--- src/audio_volume_consts.svh ---
// Overview of operation
// - Right record gain: half-dB steps; 7Fh +20 dB, 57h 0 dB, 07h -40 dB.
// - Right record gain code below 07h mutes with the same soft-stepped ramp.
// - Applied right record gain always ramps toward a new code, never jumps.
// - Right record silence bit resets to one; zero makes channel active.
// - Right record gain field resets to 1010111, unity gain.
// - Silenced playback channel feeds all-zero samples to its interpolation filter.
// - Left playback silence ramps gain to floor then zeros; clearing ramps back.
// - Right playback silence ramps gain down then zeros; clearing ramps back.
// - Playback gain code half-dB steps: 7Fh 0 dB, 00h -63.5 dB.
// - Both playback gain fields reset to 1111111, 0 dB.
// - Playback register: left silence 15, left gain 14:8, right silence 7, gain 6:0.
// - Both playback silence bits reset to one.
// - Left thru silence ramps gain to floor then cuts left line path.
// - Right thru silence ramps gain down then cuts right line path.
// - Thru gain code half-dB steps: 7Fh +12 dB, 67h 0 dB, 20h -35.5 dB.
// - Thru gain codes 0 to 31 request mute of that path.
// - Both thru gain fields reset to 1100111, unity gain.
// - Both thru silence bits reset to one.
// - Thru register: left silence 15, left gain 14:8, right silence 7, gain 6:0.
// - Applied gain steps once per 20 us, or 40 us at half rate.
// - Ramp done flag reads one when all ramps finished, zero otherwise.
`ifndef AUDIO_VOLUME_CONSTS_SVH
`define AUDIO_VOLUME_CONSTS_SVH
`define REC_GAIN_ADDR      4'h1
`define PLAY_GAIN_ADDR     4'h2
`define THRU_GAIN_ADDR     4'h3
`define RAMP_CTRL_ADDR     4'h4
`define LEFT_SILENCE_BIT   15
`define LEFT_GAIN_HI       14
`define LEFT_GAIN_LO       8
`define RIGHT_SILENCE_BIT  7
`define RIGHT_GAIN_HI      6
`define RIGHT_GAIN_LO      0
`define HALF_RATE_BIT      1
`define DONE_BIT           0
`define REC_GAIN_RESET     7'h57
`define REC_GAIN_FLOOR     7'h07
`define PLAY_GAIN_RESET    7'h7f
`define PLAY_GAIN_FLOOR    7'h00
`define THRU_GAIN_RESET    7'h67
`define THRU_GAIN_FLOOR    7'h20
`define CLK_MHZ            40
`define STEP_TIME_US       20
`define STEP_CYCLES        (`STEP_TIME_US * `CLK_MHZ)
`endif

--- src/audio_volume_pkg.sv ---
package audio_volume_pkg;
   typedef logic [6:0]  gain_t;
   typedef logic [15:0] word_t;
   typedef logic [3:0]  addr_t;
endpackage : audio_volume_pkg

--- src/audio_volume_mute_regs.sv ---
`include "audio_volume_consts.svh"
// Volume and mute registers with soft-stepped applied gains
module audio_volume_mute_regs
#(
   parameter int STEP_CYCLES = `STEP_CYCLES
)(
   input  wire logic                    sys_clk,
   input  wire logic                    sys_rst,
   input  wire logic                    regWrite,
   input  wire audio_volume_pkg::addr_t regAddr,
   input  wire audio_volume_pkg::word_t regWdata,
   output audio_volume_pkg::word_t      regRdata,
   input  wire logic                    regRightRecWrite,
   input  wire audio_volume_pkg::word_t regRightRecData,
   input  wire logic signed [19:0]      playLeftSample,
   input  wire logic signed [19:0]      playRightSample,
   output logic signed [19:0]           playLeftFilterIn,
   output logic signed [19:0]           playRightFilterIn,
   output audio_volume_pkg::gain_t      recRightApplied,
   output logic                         recRightCut,
   output audio_volume_pkg::gain_t      playLeftApplied,
   output audio_volume_pkg::gain_t      playRightApplied,
   output audio_volume_pkg::gain_t      thruLeftApplied,
   output audio_volume_pkg::gain_t      thruRightApplied,
   output logic                         leftLineInputPass,
   output logic                         rightLineInputPass,
   output logic                         ramp_done_flag
);
   import audio_volume_pkg::*;

   // ------------------------------------------------------------
   // Register storage
   // ------------------------------------------------------------
   logic  rec_right_silence,  next_rec_right_silence;
   gain_t rec_right_gain,     next_rec_right_gain;
   logic  play_left_silence,  next_play_left_silence;
   gain_t play_left_gain,     next_play_left_gain;
   logic  play_right_silence, next_play_right_silence;
   gain_t play_right_gain,    next_play_right_gain;
   logic  thru_left_silence,  next_thru_left_silence;
   gain_t thru_left_gain,     next_thru_left_gain;
   logic  thru_right_silence, next_thru_right_silence;
   gain_t thru_right_gain,    next_thru_right_gain;
   logic  ramp_half_rate,     next_ramp_half_rate;

   // Decode writes per field
   always_comb
   begin
      next_rec_right_silence  = rec_right_silence;
      next_rec_right_gain     = rec_right_gain;
      next_play_left_silence  = play_left_silence;
      next_play_left_gain     = play_left_gain;
      next_play_right_silence = play_right_silence;
      next_play_right_gain    = play_right_gain;
      next_thru_left_silence  = thru_left_silence;
      next_thru_left_gain     = thru_left_gain;
      next_thru_right_silence = thru_right_silence;
      next_thru_right_gain    = thru_right_gain;
      next_ramp_half_rate     = ramp_half_rate;
      if (regRightRecWrite)
      begin
         next_rec_right_silence = regRightRecData[`RIGHT_SILENCE_BIT];
         next_rec_right_gain    = regRightRecData[`RIGHT_GAIN_HI:`RIGHT_GAIN_LO];
      end
      if (regWrite)
      begin
         unique case (regAddr)
            `PLAY_GAIN_ADDR:
            begin
               next_play_left_silence  = regWdata[`LEFT_SILENCE_BIT];
               next_play_left_gain     = regWdata[`LEFT_GAIN_HI:`LEFT_GAIN_LO];
               next_play_right_silence = regWdata[`RIGHT_SILENCE_BIT];
               next_play_right_gain    = regWdata[`RIGHT_GAIN_HI:`RIGHT_GAIN_LO];
            end
            `THRU_GAIN_ADDR:
            begin
               next_thru_left_silence  = regWdata[`LEFT_SILENCE_BIT];
               next_thru_left_gain     = regWdata[`LEFT_GAIN_HI:`LEFT_GAIN_LO];
               next_thru_right_silence = regWdata[`RIGHT_SILENCE_BIT];
               next_thru_right_gain    = regWdata[`RIGHT_GAIN_HI:`RIGHT_GAIN_LO];
            end
            `RAMP_CTRL_ADDR:
               next_ramp_half_rate = regWdata[`HALF_RATE_BIT];
            default:
               next_ramp_half_rate = ramp_half_rate;
         endcase
      end
   end

   // Field registers with documented reset values
   always_ff @(posedge sys_clk or posedge sys_rst)
   begin
      if (sys_rst)
      begin
         rec_right_silence  <= 1'b1;
         rec_right_gain     <= `REC_GAIN_RESET;
         play_left_silence  <= 1'b1;
         play_left_gain     <= `PLAY_GAIN_RESET;
         play_right_silence <= 1'b1;
         play_right_gain    <= `PLAY_GAIN_RESET;
         thru_left_silence  <= 1'b1;
         thru_left_gain     <= `THRU_GAIN_RESET;
         thru_right_silence <= 1'b1;
         thru_right_gain    <= `THRU_GAIN_RESET;
         ramp_half_rate     <= 1'b0;
      end
      else
      begin
         rec_right_silence  <= next_rec_right_silence;
         rec_right_gain     <= next_rec_right_gain;
         play_left_silence  <= next_play_left_silence;
         play_left_gain     <= next_play_left_gain;
         play_right_silence <= next_play_right_silence;
         play_right_gain    <= next_play_right_gain;
         thru_left_silence  <= next_thru_left_silence;
         thru_left_gain     <= next_thru_left_gain;
         thru_right_silence <= next_thru_right_silence;
         thru_right_gain    <= next_thru_right_gain;
         ramp_half_rate     <= next_ramp_half_rate;
      end
   end

   // ------------------------------------------------------------
   // Soft-step rate divider
   // ------------------------------------------------------------
   logic [16:0] stepCount, next_stepCount;
   logic        stepEn;
   logic [16:0] stepLimit;

   // Half rate doubles the period between steps
   always_comb
   begin
      stepLimit = ramp_half_rate ? 17'(2 * STEP_CYCLES - 1) : 17'(STEP_CYCLES - 1);
      stepEn    = (stepCount >= stepLimit);
      next_stepCount = stepEn ? 17'h00000 : stepCount + 17'h00001;
   end

   // Divider register
   always_ff @(posedge sys_clk or posedge sys_rst)
   begin
      if (sys_rst)
         stepCount <= 17'h00000;
      else
         stepCount <= next_stepCount;
   end

   // ------------------------------------------------------------
   // Channel ramps
   // ------------------------------------------------------------
   logic [4:0] busy;
   logic       playLeftCut, playRightCut, thruLeftCut, thruRightCut;

   // Right record channel; codes below its floor count as silence
   gain_ramp #(.FLOOR(`REC_GAIN_FLOOR)) u_rec_right
   (
      .sys_clk (sys_clk),
      .sys_rst (sys_rst),
      .stepEn  (stepEn),
      .silence (rec_right_silence),
      .code    (rec_right_gain),
      .applied (recRightApplied),
      .cut     (recRightCut),
      .busy    (busy[0])
   );

   // Left playback channel
   gain_ramp #(.FLOOR(`PLAY_GAIN_FLOOR)) u_play_left
   (
      .sys_clk (sys_clk),
      .sys_rst (sys_rst),
      .stepEn  (stepEn),
      .silence (play_left_silence),
      .code    (play_left_gain),
      .applied (playLeftApplied),
      .cut     (playLeftCut),
      .busy    (busy[1])
   );

   // Right playback channel
   gain_ramp #(.FLOOR(`PLAY_GAIN_FLOOR)) u_play_right
   (
      .sys_clk (sys_clk),
      .sys_rst (sys_rst),
      .stepEn  (stepEn),
      .silence (play_right_silence),
      .code    (play_right_gain),
      .applied (playRightApplied),
      .cut     (playRightCut),
      .busy    (busy[2])
   );

   // Left thru path; codes below its floor count as silence
   gain_ramp #(.FLOOR(`THRU_GAIN_FLOOR)) u_thru_left
   (
      .sys_clk (sys_clk),
      .sys_rst (sys_rst),
      .stepEn  (stepEn),
      .silence (thru_left_silence),
      .code    (thru_left_gain),
      .applied (thruLeftApplied),
      .cut     (thruLeftCut),
      .busy    (busy[3])
   );

   // Right thru path
   gain_ramp #(.FLOOR(`THRU_GAIN_FLOOR)) u_thru_right
   (
      .sys_clk (sys_clk),
      .sys_rst (sys_rst),
      .stepEn  (stepEn),
      .silence (thru_right_silence),
      .code    (thru_right_gain),
      .applied (thruRightApplied),
      .cut     (thruRightCut),
      .busy    (busy[4])
   );

   // Path switches and completion flag
   assign leftLineInputPass  = !thruLeftCut;
   assign rightLineInputPass = !thruRightCut;
   assign ramp_done_flag     = ~|busy;

   // ------------------------------------------------------------
   // Playback sample gating
   // ------------------------------------------------------------
   logic signed [19:0] next_playLeftFilterIn;
   logic signed [19:0] next_playRightFilterIn;

   // A cut channel feeds zeros so the filter never sees stale audio
   always_comb
   begin
      next_playLeftFilterIn  = playLeftCut  ? 20'sh00000 : playLeftSample;
      next_playRightFilterIn = playRightCut ? 20'sh00000 : playRightSample;
   end

   // Filter input registers
   always_ff @(posedge sys_clk or posedge sys_rst)
   begin
      if (sys_rst)
      begin
         playLeftFilterIn  <= 20'sh00000;
         playRightFilterIn <= 20'sh00000;
      end
      else
      begin
         playLeftFilterIn  <= next_playLeftFilterIn;
         playRightFilterIn <= next_playRightFilterIn;
      end
   end

   // ------------------------------------------------------------
   // Read back
   // ------------------------------------------------------------
   // Combinational readback; unmapped addresses read zero
   always_comb
   begin
      unique case (regAddr)
         `REC_GAIN_ADDR:  regRdata = {8'h00, rec_right_silence, rec_right_gain};
         `PLAY_GAIN_ADDR: regRdata = {play_left_silence, play_left_gain, play_right_silence, play_right_gain};
         `THRU_GAIN_ADDR: regRdata = {thru_left_silence, thru_left_gain, thru_right_silence, thru_right_gain};
         `RAMP_CTRL_ADDR: regRdata = {14'h0000, ramp_half_rate, ramp_done_flag};
         default:         regRdata = 16'h0000;
      endcase
   end
endmodule : audio_volume_mute_regs

--- src/gain_ramp.sv ---
`include "audio_volume_consts.svh"
// One channel: walks the applied gain one code per step toward a target
module gain_ramp
   import audio_volume_pkg::*;
#(
   parameter gain_t FLOOR = 7'h00
)(
   input  wire logic                  sys_clk,
   input  wire logic                  sys_rst,
   input  wire logic                  stepEn,
   input  wire logic                  silence,
   input  wire audio_volume_pkg::gain_t code,
   output audio_volume_pkg::gain_t    applied,
   output logic                       cut,
   output logic                       busy
);
   gain_t target;
   gain_t next_applied;
   logic  next_cut;
   logic  wantMute;

   // Target is the floor while muting, else the stored code
   always_comb
   begin
      wantMute = silence || (code < FLOOR);
      target   = wantMute ? FLOOR : code;
      next_applied = applied;
      next_cut     = cut;
      if (stepEn)
      begin
         if (cut && !wantMute)
            next_cut = 1'b0;                               // Reopen at floor before ramping up
         else if (applied < target)
            next_applied = applied + 7'h01;
         else if (applied > target)
            next_applied = applied - 7'h01;
         else if (wantMute)
            next_cut = 1'b1;
      end
   end

   // State registers; out of reset the channel sits cut at the floor
   always_ff @(posedge sys_clk or posedge sys_rst)
   begin
      if (sys_rst)
      begin
         applied <= FLOOR;
         cut     <= 1'b1;
      end
      else
      begin
         applied <= next_applied;
         cut     <= next_cut;
      end
   end

   assign busy = (applied != target) || (cut != wantMute);
endmodule : gain_ramp
--- config.mk ---
export PLATFORM = sky130hd
export DESIGN_NAME = audio_volume_mute_regs
export DESIGN_NICKNAME = d
export VERILOG_FILES = /design/src/audio_volume_pkg.sv /design/src/audio_volume_mute_regs.sv /design/src/gain_ramp.sv
export VERILOG_INCLUDE_DIRS = /design/src
export SDC_FILE = /design/constraint.sdc
export NUM_CORES = 1
export LEC_CHECK = 0
export BUFFER_PORTS_ARGS = -buffer_cell sky130_fd_sc_hd__buf_2
export CAP_MARGIN = 25
export CORE_ASPECT_RATIO = 0.9
export CORE_UTILIZATION = 35
export CTS_BUF_LIST = sky130_fd_sc_hd__clkbuf_8
export CTS_CLUSTER_SIZE = 28
export DETAILED_ROUTE_END_ITERATION = 16
export GPL_TIMING_DRIVEN = 0
export SLEW_MARGIN = 20
export SYNTH_ARGS = -nofsm -noshare
export SYNTH_HDL_FRONTEND = slang
export SYNTH_SLANG_ARGS = --single-unit
--- constraint.sdc ---
create_clock -name sys_clk -period 5 [get_ports sys_clk]
set_clock_uncertainty 0.2 [all_clocks]
set_input_delay 0.75 -clock sys_clk [delete_from_list [all_inputs] [get_ports sys_clk]]
set_output_delay 0.75 -clock sys_clk [all_outputs]
set_load 0.02 [all_outputs]
==> results.json, run 1 <==
{
  "postSynthCellCount": 660,
  "fmax_mhz": 229,
  "yosys-top-cells-count": "dfrtp_1 (94), ha_1 (69), mux2_2 (60), nand2_1 (46)",
  "rsz0062_at_grt": "false",
  "multi_input_area_sq_um": 3830,
  "h-tree-depth": 4,
  "cts_buffer_depth": 2,
  "yosys.area_share.simple": 0.128,
  "clk_pin_slew_ns": 0.09,
  "synth_xor_area_frac": 0.0455,
  "worstSetupPathType": "flip-flop to output pin",
  "syn_area_sq_um": 7510,
  "die_x_microns": 156,
  "synth_top_family_by_area": "adder cells",
  "clk_latency_ns": 0.44,
  "die_area_sq_um": 22000,
  "synth.largest_area_cell": "dfrtp_1",
  "drtIter0Drc": 241,
  "synthTopCellsByArea": "dfrtp_1 (31%), dfstp_2 (15%), ha_1 (11%)",
  "drt-total-wl_mm": 17.5,
  "tns_ns": 0,
  "gp_congestion": 0.797,
  "cts_tree": "yes",
  "tightest_slew_ns": 0.791,
  "antenna_cells": 0,
  "seq_area_frac_synth": 0.467,
  "grt_pass1_wl_mm": 28.7,
  "grt_pass1_vias": 5613,
  "grtUsageTotal": 0.168,
  "cts_resized": 0,
  "slew_viol_final": 0,
  "p_leak_nw": 4.33,
  "finalCriticalPeriod_ns": 4.37,
  "slew_headroom": 0.465,
  "critPathSlowestCell": "dfstp_2",
  "crit_chain": "nor2_1 -> or2_2 -> inv_1 -> nand2_1 -> ha_1 -> and4_1 -> and4_1 -> nand2_1 -> nor4_1 -> nand2_1 -> nand3_1 -> buf_2",
  "synth_compound_area_frac": 0.115,
  "drive_gt1_frac": 0.370,
  "maxCapViolCount": 0,
  "initial_core_util": 0.359,
  "slowest_delay_ns": 0.58,
  "viasPerCell": 4.80,
  "cp.arrival_ns": 3.42,
  "ys_warn_count": 0,
  "finalPower_mw": 6.22,
  "yosys.area_share.adder": 0.128,
  "antenna_left": 0,
  "wire_per_inst_microns": 15.3,
  "vias": 5511,
  "overflow": 0,
  "startpoint_type": "flip-flop",
  "synth_most_common_cell": "dfrtp_1",
  "post-cts-setup-buffers": 0,
  "drcViolationCount": 0,
  "vdd_drop_max_uv": 322,
  "grt_max_degree": 86,
  "hold_viol_final": 0,
  "setup_violations": 0,
  "register_area_sq_um": 3510,
  "min_path_type": "primary input to async pin",
  "min_period_over_period": 0.874,
  "synthArstFlopShare": 1.00,
  "nets": 1003,
  "synth_edf_count": 0,
  "synth_cell_types": 60,
  "port_buffers": 165,
  "fin_util": 0.438,
  "required_ns": 4.05,
  "dp_hpwl_mm": 13.2,
  "synthMuxAreaShare": 0.0913,
  "path_max_fanout": 7,
  "postCtsHoldBufs": 0,
  "fillers": 2062,
  "syn_area_per_cell_sq_um": 11.4,
  "clkSinkCount": 138,
  "ios": 175,
  "crit_top_cell": "nand2_1",
  "synth_ff_type": "dfrtp_1",
  "ys_seq_elements": 138,
  "hold_slack_ns": 0.0940,
  "synth_top_area_frac": 0.313,
  "numCtsBuffers": 17,
  "antenna_found_initial": 1,
  "core_area_sq_um": 20900,
  "rows": 50,
  "die_h_microns": 141,
  "firstDrtPassIters": 5,
  "synthToLayoutAreaGrowth_pct": 22.0,
  "root_buffer": "clkbuf_8",
  "status": "finished, final reports clean",
  "p_per_area_nw_per_um2": 679,
  "cp-end-kind": "output pin"
}
flip-flops by register name (all words and copies together) (netlist names), 7 cells and up:
| name | count |
|---|---|
| stepCount | 17 |
| thru_left_gain | 7 |
| play_left_gain | 7 |
| u_thru_left.applied | 7 |
| thru_right_gain | 7 |
| u_play_right.applied | 7 |
| playLeftFilterIn | 20 |
| u_thru_right.applied | 7 |
| u_play_left.applied | 7 |
| rec_right_gain | 7 |
| playRightFilterIn | 20 |
| play_right_gain | 7 |
| u_rec_right.applied | 7 |
cells in the final DEF (no fill, tap or decap), types with 27 or more instances in the layout:
master   instances
a21oi_1         35
dfstp_2         44
nor2b_1         44
buf_2          168
ha_1            69
dfrtp_1         94
xnor2_1         31
inv_1           27
nor2_1          33
mux2_2          60
nand2_1         46
cell families (layout without fill, tap and decap cells):
kind of cell             after synthesis  in the layout
AND/OR/NAND/NOR                      179            179
XOR/XNOR                              39             39
multiplexers                          61             61
other                                  1              5
buffers and inverters                 44            242
flip-flops                           138            138
AO/OA/AOI/OAI                        124            124
adder cells (fa/ha/maj)               74             74
where the power goes:
group	internal (mW)	total, mW	switching, mW
Clock	0.510	0.975	0.465
Combinational	1.66	3.43	1.77
Sequential	1.52	1.82	0.297
final cells by class:
cell class	count	share of cell area
Timing Repair Buffer	166	0.0932
Clock buffer	18	0.0270
Inverter	29	0.0127
Buffer	15	0.00779
Sequential cell	138	0.383
Clock inverter	14	0.0186
Multi-Input combinational cell	482	0.419
Tap cell	286	0.0391
critical path, delay by kind of cell (launching register included):
kind | cells | cell delay, ns
and+or+nand+nor | 9 | 1.77
DFF | 1 | 0.58
buffers and inverters | 2 | 0.35
adders and majority gates | 1 | 0.30
metrics by stage:
step,setup WS (ns),cell area (sq um),instances
after CTS,0.565,9160,1148
after floorplan,0.427,7520,664
after global routing,0.416,9160,1148
after detailed placement,0.928,8740,1116
final,0.628,9160,1148
after global placement,-1.39,8710,1115
per-layer routing:
metal,up-vias,global-route usage,routed length (microns),share of wire
li1,2726,-,-,-
met1,2646,0.227,8420,0.48
met2,124,0.262,8100,0.46
met3,13,0.0403,847,0.048
met4,2,0.0578,148,0.0084
met5,-,0,8,0.00046
worst paths after layout:
check                      cells after the start                                   to  slack, ns                           startpoint
max                                           12                          regRdata[0]       0.63        thru_left_gain[6]$_DFFE_PP1P_
max reg2reg                                   14  u_play_right.applied[6]$_DFFE_PP0P_       0.93       play_right_silence$_DFFE_PP1P_
max in group asynchronous                      3         u_play_right.cut$_DFFE_PP1P_       3.70                              sys_rst
min reg2reg                                    1  u_thru_right.applied[6]$_DFFE_PP0P_       0.30  u_thru_right.applied[6]$_DFFE_PP0P_
min in group sys_clk                           1  u_thru_right.applied[6]$_DFFE_PP0P_       0.30  u_thru_right.applied[6]$_DFFE_PP0P_
min                                            2        playLeftFilterIn[5]$_DFF_PP0_       0.09                              sys_rst
Note: power is estimated with default switching activity, not from simulation.
==> run 2, diff against run 1 <==
CELL_PAD_IN_SITES_DETAIL_PLACEMENT = 0   (was unset)
CELL_PAD_IN_SITES_GLOBAL_PLACEMENT = 1   (was unset)
PLACE_DENSITY_LB_ADDON = 0.1   (was unset)
==> run 2 against run 1 <==
Against the previous run:
- register-to-register slack gained 0.04 ns
- critical endpoint unchanged
- core utilization up 0.072 points
- combinational power hardly changed
- sequential share of layout area decreased by 0.063 points
- sequential power barely moved
- global-route usage rose by 0.53 points
- cell area increased by 0.16%
- worst setup slack got worse by 0.038 ns
- cell count about the same
==> results.json, run 2 (synthesis results as in run 1) <==
{
  "fin_cells": 1149,
  "place_area_sq_um": 8740,
  "mostFrequentLayoutCells": "buf_2 (168), dfrtp_1 (94), ha_1 (69)",
  "ff2ff_setup_slack_ns": 0.97,
  "die_x_microns": 156,
  "port_buffers": 165,
  "grt_pass1_wl_mm": 29.5,
  "tns_ns": 0,
  "vias": 5526,
  "overflow": 0,
  "place_ws_ns": 0.958,
  "slew_viol_final": 0,
  "core_area_sq_um": 20900,
  "antenna_found_initial": 3,
  "drive_gt1_frac": 0.369,
  "drcViolationCount": 0,
  "cts_buffer_depth": 2,
  "finalCriticalPeriod_ns": 4.41,
  "maxCapViolCount": 0,
  "tightest_slew_ns": 0.832,
  "h-tree-depth": 4,
  "grt_max_degree": 75,
  "post-cts-setup-buffers": 0,
  "vdd_drop_max_uv": 377,
  "slew_headroom": 0.437,
  "firstDrtPassIters": 4,
  "path_max_fanout": 7,
  "grt_pass1_vias": 5686,
  "placed_cells": 1116,
  "dp_hpwl_mm": 13.9,
  "r2r_cells": 14,
  "gp_congestion": 0.800,
  "nets": 1003,
  "fin_area_sq_um": 9180,
  "numCtsBuffers": 17,
  "cp-end-kind": "output pin",
  "postCtsHoldBufs": 0,
  "ios": 175,
  "synthToLayoutAreaGrowth_pct": 22.2,
  "min_path_type": "primary input to async pin",
  "antenna_left": 0,
  "setup_violations": 0,
  "viasPerCell": 4.81,
  "timing.rr.end": "u_play_right.applied[6]$_DFFE_PP0P_",
  "fin_ws_ns": 0.590,
  "status": "finished, final reports clean",
  "drt-total-wl_mm": 18.1,
  "clkSinkCount": 138,
  "clk_latency_ns": 0.44,
  "drtIter0Drc": 217,
  "initial_core_util": 0.359,
  "min_period_over_period": 0.882,
  "worstSetupPathType": "flip-flop to output pin",
  "mostFrequentLayoutCell": "buf_2",
  "largestRegisters": "playLeftFilterIn: 20 flops, playRightFilterIn: 20 flops, stepCount: 17 flops",
  "grtUsageTotal": 0.173,
  "clk_pin_slew_ns": 0.08,
  "required_ns": 4.05,
  "r2r_start": "play_right_silence$_DFFE_PP1P_",
  "cts_resized": 0,
  "p_per_area_nw_per_um2": 684,
  "die_h_microns": 141,
  "cts_tree": "yes",
  "startpoint_type": "flip-flop",
  "cp.arrival_ns": 3.46,
  "p_leak_nw": 4.34,
  "die_area_sq_um": 22000,
  "fmax_mhz": 227,
  "hold_viol_final": 0,
  "wire_per_inst_microns": 15.8,
  "rows": 50,
  "hold_slack_ns": 0.129,
  "root_buffer": "clkbuf_8",
  "rsz0062_at_grt": "false"
}
==> run 2: cell types whose count changed in the layout (fill, tap and decap cells not counted), sizes merged <==
| cell | before | now |
|---|---|---|
| inv | 32 | 29 |
| clkinv | 5 | 7 |
| bufinv | 3 | 4 |
| diode | 0 | 1 |
==> run 2: stage by stage <==
step	total power, mW	util
final	6.27	0.439
after global routing	6.89	0.439
after CTS	6.36	0.439
after detailed placement	5.32	0.418
after global placement	5.19	0.417
after floorplan	4.50	-
==> run 2: power by group <==
part	internal, mW	total [mW]	switching, mW
Sequential	1.52	1.82	0.302
Combinational	1.67	3.46	1.79
Clock	0.552	0.992	0.440
Total	3.74	6.27	2.53
==> run 2: area by class of cell <==
type / count / area, sq um
multi-input combinational: 482 / 3830
inverter: 29 / 116
buffer: 15 / 71.3
fill: 2055 / 11700
tap: 286 / 358
timing repair buffer: 166 / 853
clock buffer: 18 / 248
antenna: 1 / 2.50
sequential: 138 / 3510
clock inverter: 14 / 183
==> run 2: worst max-delay path by stage <==
| stage | start | end | slack, ns | cells after the start |
|---|---|---|---|---|
| floorplan | sys_rst | playLeftFilterIn[0]$_DFF_PP0_ | 0.43 | 1 |
| global placement | sys_rst | u_thru_right.applied[6]$_DFFE_PP0P_ | -1.32 | 2 |
| detailed placement | play_right_silence$_DFFE_PP1P_ | u_play_right.applied[6]$_DFFE_PP0P_ | 0.96 | 14 |
| CTS | thru_right_gain[5]$_DFFE_PP1P_ | regRdata[0] | 0.54 | 12 |
| global route | thru_right_gain[5]$_DFFE_PP1P_ | regRdata[0] | 0.43 | 12 |
| finish | thru_right_gain[5]$_DFFE_PP1P_ | regRdata[0] | 0.59 | 12 |
==> run 2: worst max-delay path: stages, from the launching register on <==
cell	delay [ns]
dfstp_2	0.59
nor2_1	0.05
or2_2	0.31
inv_1	0.16
nand2_1	0.09
ha_1	0.27
and4_1	0.21
and4_1	0.28
nand2_1	0.09
nor4_1	0.52
nand2_1	0.11
nand3_1	0.15
buf_2	0.18
==> run 2: layer usage <==
metal  track usage  vias to the layer above  share of wire
met4        0.0397                        4         0.0064
met1         0.222                     2705           0.45
met5             0                        -        0.00099
li1              -                     2715              -
met3        0.0470                       13          0.046
met2         0.290                       89           0.50
